[config.mk]
export PLATFORM = sky130hd
export DESIGN_NAME = load_model_relax_control
export DESIGN_NICKNAME = d
export VERILOG_FILES = /design/src/verilog/load_model_relax_control.v /design/src/verilog/second_tick.v /design/src/verilog/current_lowpass.v
export VERILOG_INCLUDE_DIRS = /design/src /design/src/pkg
export SDC_FILE = /design/constraint.sdc
export NUM_CORES = 2
export LEC_CHECK = 0
export ABC_AREA = 1
export BUFFER_PORTS_ARGS = -buffer_cell sky130_fd_sc_hd__buf_2
export CAP_MARGIN = 20
export CORE_AREA = 2 2 456 458
export CTS_CLUSTER_SIZE = 16
export DETAILED_ROUTE_END_ITERATION = 8
export DIE_AREA = 0 0 458 460
export PLACE_DENSITY = 0.53
export SLEW_MARGIN = 25
export SYNTH_ARGS = -nofsm -noshare
export SYNTH_HDL_FRONTEND = slang
export SYNTH_SLANG_ARGS = --single-unit
[constraint.sdc]
create_clock -name clk -period 58.5 [get_ports clk]
set_clock_uncertainty 0.1 [all_clocks]
set_input_delay 11.7 -clock clk [delete_from_list [all_inputs] [get_ports clk]]
set_output_delay 11.7 -clock clk [all_outputs]
set_load 0.02 [all_outputs]
[src/pkg/lmrc_defs.vh]
// Constants for the load-model and relaxation control block
`ifndef LMRC_DEFS_VH
`define LMRC_DEFS_VH
`define LMRC_CLK_HZ 200000000
`define LMRC_TICK_S 1
`define LMRC_TICK_CYCLES (`LMRC_CLK_HZ * `LMRC_TICK_S)
`define LMRC_MODE_CURRENT 1'b0
`define LMRC_MODE_POWER 1'b1
`define LMRC_SEL_PREV 3'h0
`define LMRC_SEL_PRESENT 3'h1
`define LMRC_SEL_AVERAGE 3'h2
`define LMRC_SEL_FILTERED 3'h3
`define LMRC_SEL_DESIGN 3'h4
`define LMRC_SEL_HOST 3'h5
`define LMRC_SEL_USER 3'h6
`define LMRC_SEL_RESET 3'h1
`define LMRC_SCALE_UNIT 4'h1
`define LMRC_SCALE_DECI 4'hA
`define LMRC_SCALE_RESET 4'h1
`define LMRC_DESIGN_DIV 32'sh5
`define LMRC_POWER_UNIT 32'shA
`define LMRC_MILLI_DIV 33'sh3E8
`define LMRC_FILTER_TC_S 14
`define LMRC_FILTER_DIV (`LMRC_FILTER_TC_S / `LMRC_TICK_S)
`define LMRC_OCV_DELAY_S 300
`define LMRC_OCV_DELAY_TICKS (`LMRC_OCV_DELAY_S / `LMRC_TICK_S)
`define LMRC_SLOPE_LIMIT_UV 16'h0001
`define LMRC_DIR_DSG 1'b0
`define LMRC_DIR_CHG 1'b1
`define LMRC_ST_ACTIVE 1'b0
`define LMRC_ST_RELAX 1'b1
`endif

[src/verilog/load_model_relax_control.v]
// Load-model selection, energy scaling, current thresholds and relaxation control
`timescale 1ns/1ps
`include "lmrc_defs.vh"
module load_model_relax_control #(
	parameter integer TICK_CYCLES = `LMRC_TICK_CYCLES,
	parameter integer PROFILES = 2,
	parameter integer PROFILE_BITS = 1
)(
	input wire clk,
	input wire sys_rst,
	input wire loadMode,
	input wire [2:0] loadSelect,
	input wire [3:0] energyScale,
	input wire signed [15:0] meanCurrentReading,
	input wire [15:0] voltage,
	input wire signed [15:0] prevMeanCurrent,
	input wire signed [15:0] presentMeanCurrent,
	input wire signed [15:0] prevMeanPower,
	input wire signed [15:0] presentMeanPower,
	input wire [15:0] designCapacity,
	input wire [15:0] designEnergy,
	input wire signed [15:0] hostRateValue,
	input wire signed [15:0] userRateCurrent,
	input wire signed [15:0] userRatePower,
	input wire [15:0] remainingChargeReading,
	input wire [15:0] availableEnergyReading,
	input wire [15:0] reserveCharge,
	input wire [15:0] reserveEnergy,
	input wire [7:0] tempRise,
	input wire [15:0] dsgThreshold,
	input wire [15:0] chgThreshold,
	input wire [15:0] quitCurrent,
	input wire [15:0] dsgRelaxTime,
	input wire [15:0] chgRelaxTime,
	input wire [15:0] quitRelaxTime,
	input wire [15:0] voltageSlope,
	input wire [PROFILE_BITS-1:0] profileSelect,
	input wire qmaxSeedWrite,
	input wire [15:0] qmaxSeed,
	input wire qmaxLearnValid,
	input wire [15:0] qmaxLearned,
	output reg loadModelFlag,
	output reg loadIsPower,
	output reg signed [31:0] loadValue,
	output reg signed [31:0] filteredCurrent,
	output reg [3:0] activeScale,
	output reg scaleRejected,
	output reg [19:0] designEnergyMilli,
	output reg [19:0] reserveEnergyMilli,
	output reg [19:0] lastRunPowerMilli,
	output reg [11:0] tempRiseScaled,
	output reg chargeReserveActive,
	output reg energyReserveActive,
	output reg [15:0] chargeReserveNoLoad,
	output reg [19:0] energyReserveNoLoad,
	output reg dsgFlowing,
	output reg chgFlowing,
	output reg relaxed,
	output reg ocvReady,
	output reg qmaxUpdate,
	output reg [15:0] qmaxActive
);

////////////////////////////////////////////////////////////////////////////////
// Helpers

	function [15:0] magnitude;
		input signed [15:0] value;
		begin
			magnitude = value[15] ? (~value + 16'h1) : value;
		end
	endfunction

	function [19:0] scaleUp;
		input [15:0] value;
		input [3:0] scale;
		begin
			if (scale == `LMRC_SCALE_DECI)
				scaleUp = {value, 3'h0} + {3'h0, value, 1'b0};
			else
				scaleUp = {4'h0, value};
		end
	endfunction

	function signed [31:0] widen;
		input signed [15:0] value;
		begin
			widen = {{16{value[15]}}, value};
		end
	endfunction

////////////////////////////////////////////////////////////////////////////////
// Tick and filter

	wire tick;
	wire signed [31:0] lowpassValue;

	second_tick #(
		.TICK_CYCLES(TICK_CYCLES)
	) u_tick (
		.clk(clk),
		.sys_rst(sys_rst),
		.tick(tick)
	);

	current_lowpass #(
		.DIVISOR(`LMRC_FILTER_DIV)
	) u_lowpass (
		.clk(clk),
		.sys_rst(sys_rst),
		.tick(tick),
		.sample(meanCurrentReading),
		.filtered(lowpassValue)
	);

////////////////////////////////////////////////////////////////////////////////
// Energy scale

	wire scaleLegal;
	wire [3:0] next_scale;
	assign scaleLegal = (energyScale == `LMRC_SCALE_UNIT) || (energyScale == `LMRC_SCALE_DECI);
	assign next_scale = scaleLegal ? energyScale : activeScale;

	wire [19:0] designEnergyScaled;
	wire [19:0] reserveEnergyScaled;
	wire signed [31:0] userPowerScaled;
	wire signed [31:0] lastPowerScaled;
	assign designEnergyScaled = scaleUp(designEnergy, next_scale);
	assign reserveEnergyScaled = scaleUp(reserveEnergy, next_scale);
	// Signed powers keep their sign through the x10 scale
	assign userPowerScaled = (next_scale == `LMRC_SCALE_DECI) ?
		widen(userRatePower) * `LMRC_POWER_UNIT : widen(userRatePower);
	assign lastPowerScaled = (next_scale == `LMRC_SCALE_DECI) ?
		widen(prevMeanPower) * `LMRC_POWER_UNIT : widen(prevMeanPower);

////////////////////////////////////////////////////////////////////////////////
// Load source selection

	wire signed [32:0] avgProduct;
	wire signed [32:0] filtProduct;
	wire signed [32:0] voltSigned;
	assign voltSigned = {17'h0, voltage};
	assign avgProduct = ($signed({{17{meanCurrentReading[15]}}, meanCurrentReading}) * voltSigned) / `LMRC_MILLI_DIV;
	assign filtProduct = ($signed({lowpassValue[31], lowpassValue}) * voltSigned) / `LMRC_MILLI_DIV;

	reg signed [31:0] next_load;
	always @*
	begin
		next_load = 32'sh0;
		if (loadMode == `LMRC_MODE_CURRENT)
		begin
			case (loadSelect)
			`LMRC_SEL_PREV: next_load = widen(prevMeanCurrent);
			`LMRC_SEL_AVERAGE: next_load = widen(meanCurrentReading);
			`LMRC_SEL_FILTERED: next_load = lowpassValue;
			`LMRC_SEL_DESIGN: next_load = {16'h0, designCapacity} / `LMRC_DESIGN_DIV;
			`LMRC_SEL_HOST: next_load = widen(hostRateValue);
			`LMRC_SEL_USER: next_load = widen(userRateCurrent);
			default: next_load = widen(presentMeanCurrent);
			endcase
		end
		else
		begin
			case (loadSelect)
			`LMRC_SEL_PREV: next_load = lastPowerScaled;
			`LMRC_SEL_AVERAGE: next_load = avgProduct[31:0];
			`LMRC_SEL_FILTERED: next_load = filtProduct[31:0];
			`LMRC_SEL_DESIGN: next_load = {12'h0, designEnergyScaled} / `LMRC_DESIGN_DIV;
			`LMRC_SEL_HOST: next_load = widen(hostRateValue) * `LMRC_POWER_UNIT;
			`LMRC_SEL_USER: next_load = userPowerScaled * `LMRC_POWER_UNIT;
			default: next_load = widen(presentMeanPower);
			endcase
		end
	end

	always @(posedge clk or posedge sys_rst)
	begin
		if (sys_rst)
		begin
			loadModelFlag <= `LMRC_MODE_CURRENT;
			loadIsPower <= 1'b0;
			loadValue <= 32'sh0;
			filteredCurrent <= 32'sh0;
			activeScale <= `LMRC_SCALE_RESET;
			scaleRejected <= 1'b0;
			designEnergyMilli <= 20'h0;
			reserveEnergyMilli <= 20'h0;
			lastRunPowerMilli <= 20'h0;
			tempRiseScaled <= 12'h0;
		end
		else
		begin
			loadModelFlag <= loadMode;
			loadIsPower <= loadMode == `LMRC_MODE_POWER;
			loadValue <= next_load;
			filteredCurrent <= lowpassValue;
			activeScale <= next_scale;
			scaleRejected <= ~scaleLegal;
			designEnergyMilli <= designEnergyScaled;
			reserveEnergyMilli <= reserveEnergyScaled;
			lastRunPowerMilli <= lastPowerScaled[19:0];
			if (next_scale == `LMRC_SCALE_DECI)
				tempRiseScaled <= {tempRise, 3'h0} + {3'h0, tempRise, 1'b0};
			else
				tempRiseScaled <= {4'h0, tempRise};
		end
	end

////////////////////////////////////////////////////////////////////////////////
// Reserve capacity

	always @(posedge clk or posedge sys_rst)
	begin
		if (sys_rst)
		begin
			chargeReserveActive <= 1'b0;
			energyReserveActive <= 1'b0;
			chargeReserveNoLoad <= 16'h0;
			energyReserveNoLoad <= 20'h0;
		end
		else
		begin
			// Reserve is held back uncompensated so it survives past the zero point
			chargeReserveActive <= remainingChargeReading == 16'h0;
			chargeReserveNoLoad <= reserveCharge;
			energyReserveActive <= availableEnergyReading == 16'h0;
			energyReserveNoLoad <= reserveEnergyScaled;
		end
	end

////////////////////////////////////////////////////////////////////////////////
// Current thresholds

	wire dsgNow;
	wire chgNow;
	wire quietNow;
	wire [15:0] currentMag;
	assign currentMag = magnitude(meanCurrentReading);
	assign dsgNow = meanCurrentReading[15] && (currentMag > dsgThreshold);
	assign chgNow = !meanCurrentReading[15] && (currentMag > chgThreshold);
	assign quietNow = currentMag < quitCurrent;

	always @(posedge clk or posedge sys_rst)
	begin
		if (sys_rst)
		begin
			dsgFlowing <= 1'b0;
			chgFlowing <= 1'b0;
		end
		else
		begin
			dsgFlowing <= dsgNow;
			chgFlowing <= chgNow;
		end
	end

////////////////////////////////////////////////////////////////////////////////
// Relaxation state machine

	reg state;
	reg lastDir;
	reg [15:0] quietSecs;
	reg [15:0] busySecs;
	reg [15:0] relaxSecs;
	wire enterRelax;
	wire leaveRelax;
	wire relaxDue;
	assign relaxDue = (lastDir == `LMRC_DIR_DSG) ? (quietSecs >= dsgRelaxTime) : (quietSecs >= chgRelaxTime);
	assign enterRelax = quietNow && relaxDue;
	assign leaveRelax = (dsgNow || chgNow) && (busySecs >= quitRelaxTime);

	always @(posedge clk or posedge sys_rst)
	begin
		if (sys_rst)
		begin
			state <= `LMRC_ST_ACTIVE;
			lastDir <= `LMRC_DIR_DSG;
			quietSecs <= 16'h0;
			busySecs <= 16'h0;
			relaxSecs <= 16'h0;
		end
		else
		begin
			if (dsgNow)
				lastDir <= `LMRC_DIR_DSG;
			else if (chgNow)
				lastDir <= `LMRC_DIR_CHG;
			case (state)
			`LMRC_ST_ACTIVE:
			begin
				busySecs <= 16'h0;
				relaxSecs <= 16'h0;
				if (!quietNow)
					quietSecs <= 16'h0;
				else if (tick && quietSecs != 16'hFFFF)
					quietSecs <= quietSecs + 16'h1;
				if (enterRelax)
					state <= `LMRC_ST_RELAX;
			end
			`LMRC_ST_RELAX:
			begin
				quietSecs <= 16'h0;
				if (tick && relaxSecs != 16'hFFFF)
					relaxSecs <= relaxSecs + 16'h1;
				if (!(dsgNow || chgNow))
					busySecs <= 16'h0;
				else if (tick && busySecs != 16'hFFFF)
					busySecs <= busySecs + 16'h1;
				if (leaveRelax)
					state <= `LMRC_ST_ACTIVE;
			end
			default:
				state <= `LMRC_ST_ACTIVE;
			endcase
		end
	end

	wire ocvDue;
	assign ocvDue = (state == `LMRC_ST_RELAX) && (relaxSecs >= `LMRC_OCV_DELAY_TICKS);

////////////////////////////////////////////////////////////////////////////////
// Maximum chemical capacity per profile

	reg [15:0] qmaxStore [0:PROFILES-1];
	wire learnNow;
	assign learnNow = ocvDue && (voltageSlope < `LMRC_SLOPE_LIMIT_UV) && qmaxLearnValid && !leaveRelax;

	genvar p;
	generate
		for (p = 0; p < PROFILES; p = p + 1)
		begin : g_profile
			localparam integer PROFILE_ID = p;
			always @(posedge clk or posedge sys_rst)
			begin
				if (sys_rst)
					qmaxStore[p] <= 16'h0;
				else if (profileSelect == PROFILE_ID[PROFILE_BITS-1:0])
				begin
					if (qmaxSeedWrite)
						qmaxStore[p] <= qmaxSeed;
					else if (learnNow)
						qmaxStore[p] <= qmaxLearned;
				end
			end
		end
	endgenerate

	always @(posedge clk or posedge sys_rst)
	begin
		if (sys_rst)
		begin
			relaxed <= 1'b0;
			ocvReady <= 1'b0;
			qmaxUpdate <= 1'b0;
			qmaxActive <= 16'h0;
		end
		else
		begin
			relaxed <= (state == `LMRC_ST_RELAX) ? !leaveRelax : enterRelax;
			ocvReady <= ocvDue && !leaveRelax;
			qmaxUpdate <= learnNow && !qmaxSeedWrite;
			qmaxActive <= qmaxStore[profileSelect];
		end
	end
endmodule // load_model_relax_control

[src/verilog/second_tick.v]
// One-second enable pulse divided down from the system clock
`timescale 1ns/1ps
`include "lmrc_defs.vh"
module second_tick #(
	parameter integer TICK_CYCLES = `LMRC_TICK_CYCLES
)(
	input wire clk,
	input wire sys_rst,
	output reg tick
);
	reg [31:0] count;
	always @(posedge clk or posedge sys_rst)
	begin
		if (sys_rst)
		begin
			count <= 32'h0;
			tick <= 1'b0;
		end
		else if (count == TICK_CYCLES[31:0] - 32'h1)
		begin
			count <= 32'h0;
			tick <= 1'b1;
		end
		else
		begin
			count <= count + 32'h1;
			tick <= 1'b0;
		end
	end
endmodule // second_tick

[src/verilog/current_lowpass.v]
// First-order low-pass of the mean current, stepped once per tick
`timescale 1ns/1ps
`include "lmrc_defs.vh"
module current_lowpass #(
	parameter integer DIVISOR = `LMRC_FILTER_DIV
)(
	input wire clk,
	input wire sys_rst,
	input wire tick,
	input wire signed [15:0] sample,
	output reg signed [31:0] filtered
);
	wire signed [31:0] error;
	wire signed [31:0] step;
	assign error = {{16{sample[15]}}, sample} - filtered;
	assign step = error / $signed(DIVISOR);
	always @(posedge clk or posedge sys_rst)
	begin
		if (sys_rst)
			filtered <= 32'sh0;
		else if (tick)
			filtered <= filtered + step;
	end
endmodule // current_lowpass

==> impl_metrics.env <==
export IMPL_dpl_cell_area_sq_um=67100
export IMPL_finalInstanceArea_sq_um=68600
export IMPL_synth_seq_cells=327
export IMPL_synth_edf_count=0
export IMPL_synth_area_leaders="fa_1, dfrtp_1, nand2_1"
export IMPL_setup_viol=0
export IMPL_postCtsSetupRepairBufs=0
export IMPL_cts_resized=0
export IMPL_first_iter_violations=3797
export IMPL_synth_commonest_cells="nand2_1, inv_1, nor2_1"
export IMPL_core_sq_um=206000
export IMPL_nFillCells=22200
export IMPL_yosys_cell_count_top_type="nand2_1"
export IMPL_drc=0
export IMPL_hp_start="qmaxStore[22]"
export IMPL_min_period_over_period_pct=59.1
export IMPL_fin_crit_ns=34.56
export IMPL_ant_nets=0
export IMPL_crit_reg2reg_capture="u_lowpass.filtered[28]"
export IMPL_arrival_ns=34.97
export IMPL_worstMarginPinSlew_ns=1.18
export IMPL_clkSinkCount=327
export IMPL_finalHoldViolations=0
export IMPL_grt_overflow=0
export IMPL_slew_headroom_pct=19.0
export IMPL_num_vias=59200
export IMPL_synth_largest_area_cell="fa_1"
export IMPL_tritoncts="built"
export IMPL_tns_ns=0
export IMPL_syn_inst=9064
export IMPL_status="complete, no violations"
export IMPL_hold_buffers=0
export IMPL_vias_per_cell=4.83
export IMPL_clockBufferDepth=3
export IMPL_die_area_sq_um=211000
export IMPL_grt_pass1_vias=59000
export IMPL_synth_fp_nets=10500
export IMPL_dpl_hpwl_um=185000
export IMPL_routedWlPerCell_um=18.3
export IMPL_netlist_area_sq_um=61500
export IMPL_io_pins=607
export IMPL_clkTransAtPathRegs_ns=0.07
export IMPL_initial_core_util_pct=29.8
export IMPL_clock_latency_ns=0.61
export IMPL_reg2reg_depth=189
export IMPL_place_congestion=0.934
export IMPL_rr_startpoint="u_lowpass.filtered[0]"
export IMPL_utilization_pct=33.3
export IMPL_cts_root_buf="clkbuf_16"
export IMPL_drt_wl_total_um=224000
export IMPL_hold_slack_ns=0.361
export IMPL_die_height_um=460
export IMPL_firstDrtPassIters=6
export IMPL_grt_use_total_pct=20.9
export IMPL_synth_flop_cell="dfrtp_1"
export IMPL_crit_required_ns=58.91
export IMPL_cpMostUsedCell="nand2_2"
export IMPL_h_tree_depth=2
export IMPL_hold_path_end="qmaxActive[6]"
export IMPL_cp_slowest_cell="buf_2"
export IMPL_drive_gt1_share_pct=13.7
export IMPL_critPathKind="input port to register"
export IMPL_fp_dieW_um=458
export IMPL_ys_seq_area_share_pct=13.3
export IMPL_rows=167
export IMPL_ys_warn_count=0
export IMPL_maxCapViolations=0
export IMPL_yosys_cell_types_count=103
export IMPL_cts_buffers=40
export IMPL_io_buffer_count=606
export IMPL_syn2layout_area_growth_pct=11.5
export IMPL_antenna_found_initial=42
export IMPL_async_flop_share_pct=100
export IMPL_worstSetupEndpointType="register"
export IMPL_drv_slew=0
export IMPL_critPathMaxFanout=52
export IMPL_synth_top_area_share_pct=17.0
export IMPL_holdPathStages=2
export IMPL_hold_class="register to register"
export IMPL_rsz0062_at_grt="no"
export IMPL_regToRegSetupSlack_ns=34.74
export IMPL_grt_pass1_wl_um=344000
export IMPL_fmax_mhz=28.9
export IMPL_final_nets=11000
export IMPL_worst_setup_path_start_kind="input port"
export IMPL_avgSynthCellArea_sq_um=6.78
export IMPL_cpPeakStageDelay_ns=0.63
export IMPL_grt_start_max_net_pins=126
==> layout by cell type (no fill, tap or decap), types with 14 or more instances in the layout <==
| cell | instances |
|---|---|
| nand2_1 | 2172 |
| inv_1 | 1887 |
| nor2_1 | 682 |
| buf_2 | 606 |
| ha_1 | 543 |
| fa_1 | 521 |
| nand3_1 | 411 |
| o21ai_0 | 341 |
| a21oi_1 | 328 |
| dfrtp_1 | 323 |
| xor2_1 | 232 |
| nand2_2 | 192 |
| nand4_1 | 124 |
| nor3_1 | 106 |
| a31oi_1 | 82 |
| xnor2_1 | 78 |
| inv_2 | 72 |
| buf_4 | 66 |
| o21ai_1 | 63 |
| or2_2 | 60 |
| nor2_2 | 58 |
| nand3_2 | 42 |
| clkbuf_16 | 40 |
| nand2_4 | 38 |
| nor4_1 | 33 |
| o211ai_1 | 31 |
| o22ai_1 | 29 |
| o21bai_1 | 27 |
| nand3b_1 | 25 |
| a221oi_1 | 22 |
| o31ai_1 | 21 |
| o21a_1 | 19 |
| diode_2 | 17 |
| o21ai_2 | 14 |
==> how the worst max path moves through the flow <==
stage	end	cells after the start	from
floorplan	loadValue[22]	174	meanCurrentReading[9]
global placement	loadValue[24]	165	meanCurrentReading[15]
detailed placement	loadValue[24]	163	meanCurrentReading[15]
CTS	loadValue[24]	163	meanCurrentReading[15]
global route	u_lowpass.filtered[30]	190	meanCurrentReading[0]
finish	loadValue[24]	163	meanCurrentReading[15]
==> worst max-delay path, delay by kind of cell <==
| family | cells | cell delay (ns) |
|---|---|---|
| AOI/OAI and AO/OA | 11 | 2.72 |
| and+or+nand+nor | 129 | 14.64 |
| adders and majority gates | 8 | 3.73 |
| buffers and inverters | 15 | 2.10 |
==> through the flow <==
step	instances	setup WS (ns)
detailed placement	12200	23.25
CTS	12200	23.85
global placement	12200	23.60
floorplan	9064	27.64
global route	12300	21.37
finish	12300	23.94
==> sequential cells by signal, summed over array words and instances (netlist names), 4 cells and up <==
register / flops
activeScale: 4
busySecs: 16
chargeReserveNoLoad: 16
designEnergyMilli: 20
energyReserveNoLoad: 20
filteredCurrent: 32
lastRunPowerMilli: 20
loadValue: 32
qmaxActive: 16
qmaxStore: 32
quietSecs: 16
relaxSecs: 16
tempRiseScaled: 12
u_lowpass.filtered: 32
u_tick.count: 32
==> final cells by class <==
class                      count  area (sq um)  area share, %
clock buffer                  55          1140           1.66
timing repair buffer         672          3530           5.15
sequential                   327          8190           11.9
antenna                       17          42.5         0.0620
tap                         2704          3380           4.93
inverter                    1984          7530           11.0
clock inverter                17           284          0.414
multi-input combinational   6485         44500           64.9
==> cell families (layout without fill, tap and decap cells) <==
group / Yosys count / count (layout) / synth area share (%)
and+or+nand+nor: 4024 / 4024 / 29.4
buffers and inverters: 2252 / 2728 / 14.4
AOI/OAI and AO/OA: 1084 / 1084 / 10.4
adders and majority gates: 1064 / 1064 / 28.0
DFF: 327 / 327 / 13.3
xor gates and xnor gates: 313 / 313 / 4.50
other: 0 / 17 / 0
==> per-layer routing <==
layer  routed length, um  up-vias  track usage (%)  part of all wire (%)
met5                 163        -                0                 0.073
li1                    -    29000                -                     -
met2              107000     1609             36.4                    48
met1               94600    28200             25.7                    42
met3               11100      361             2.54                   5.0
met4               11300       26             9.49                   5.0
Power is left out: the tool's default activity adds up to more than one toggle a clock period on the data nets, which glitch-free logic cannot reach.
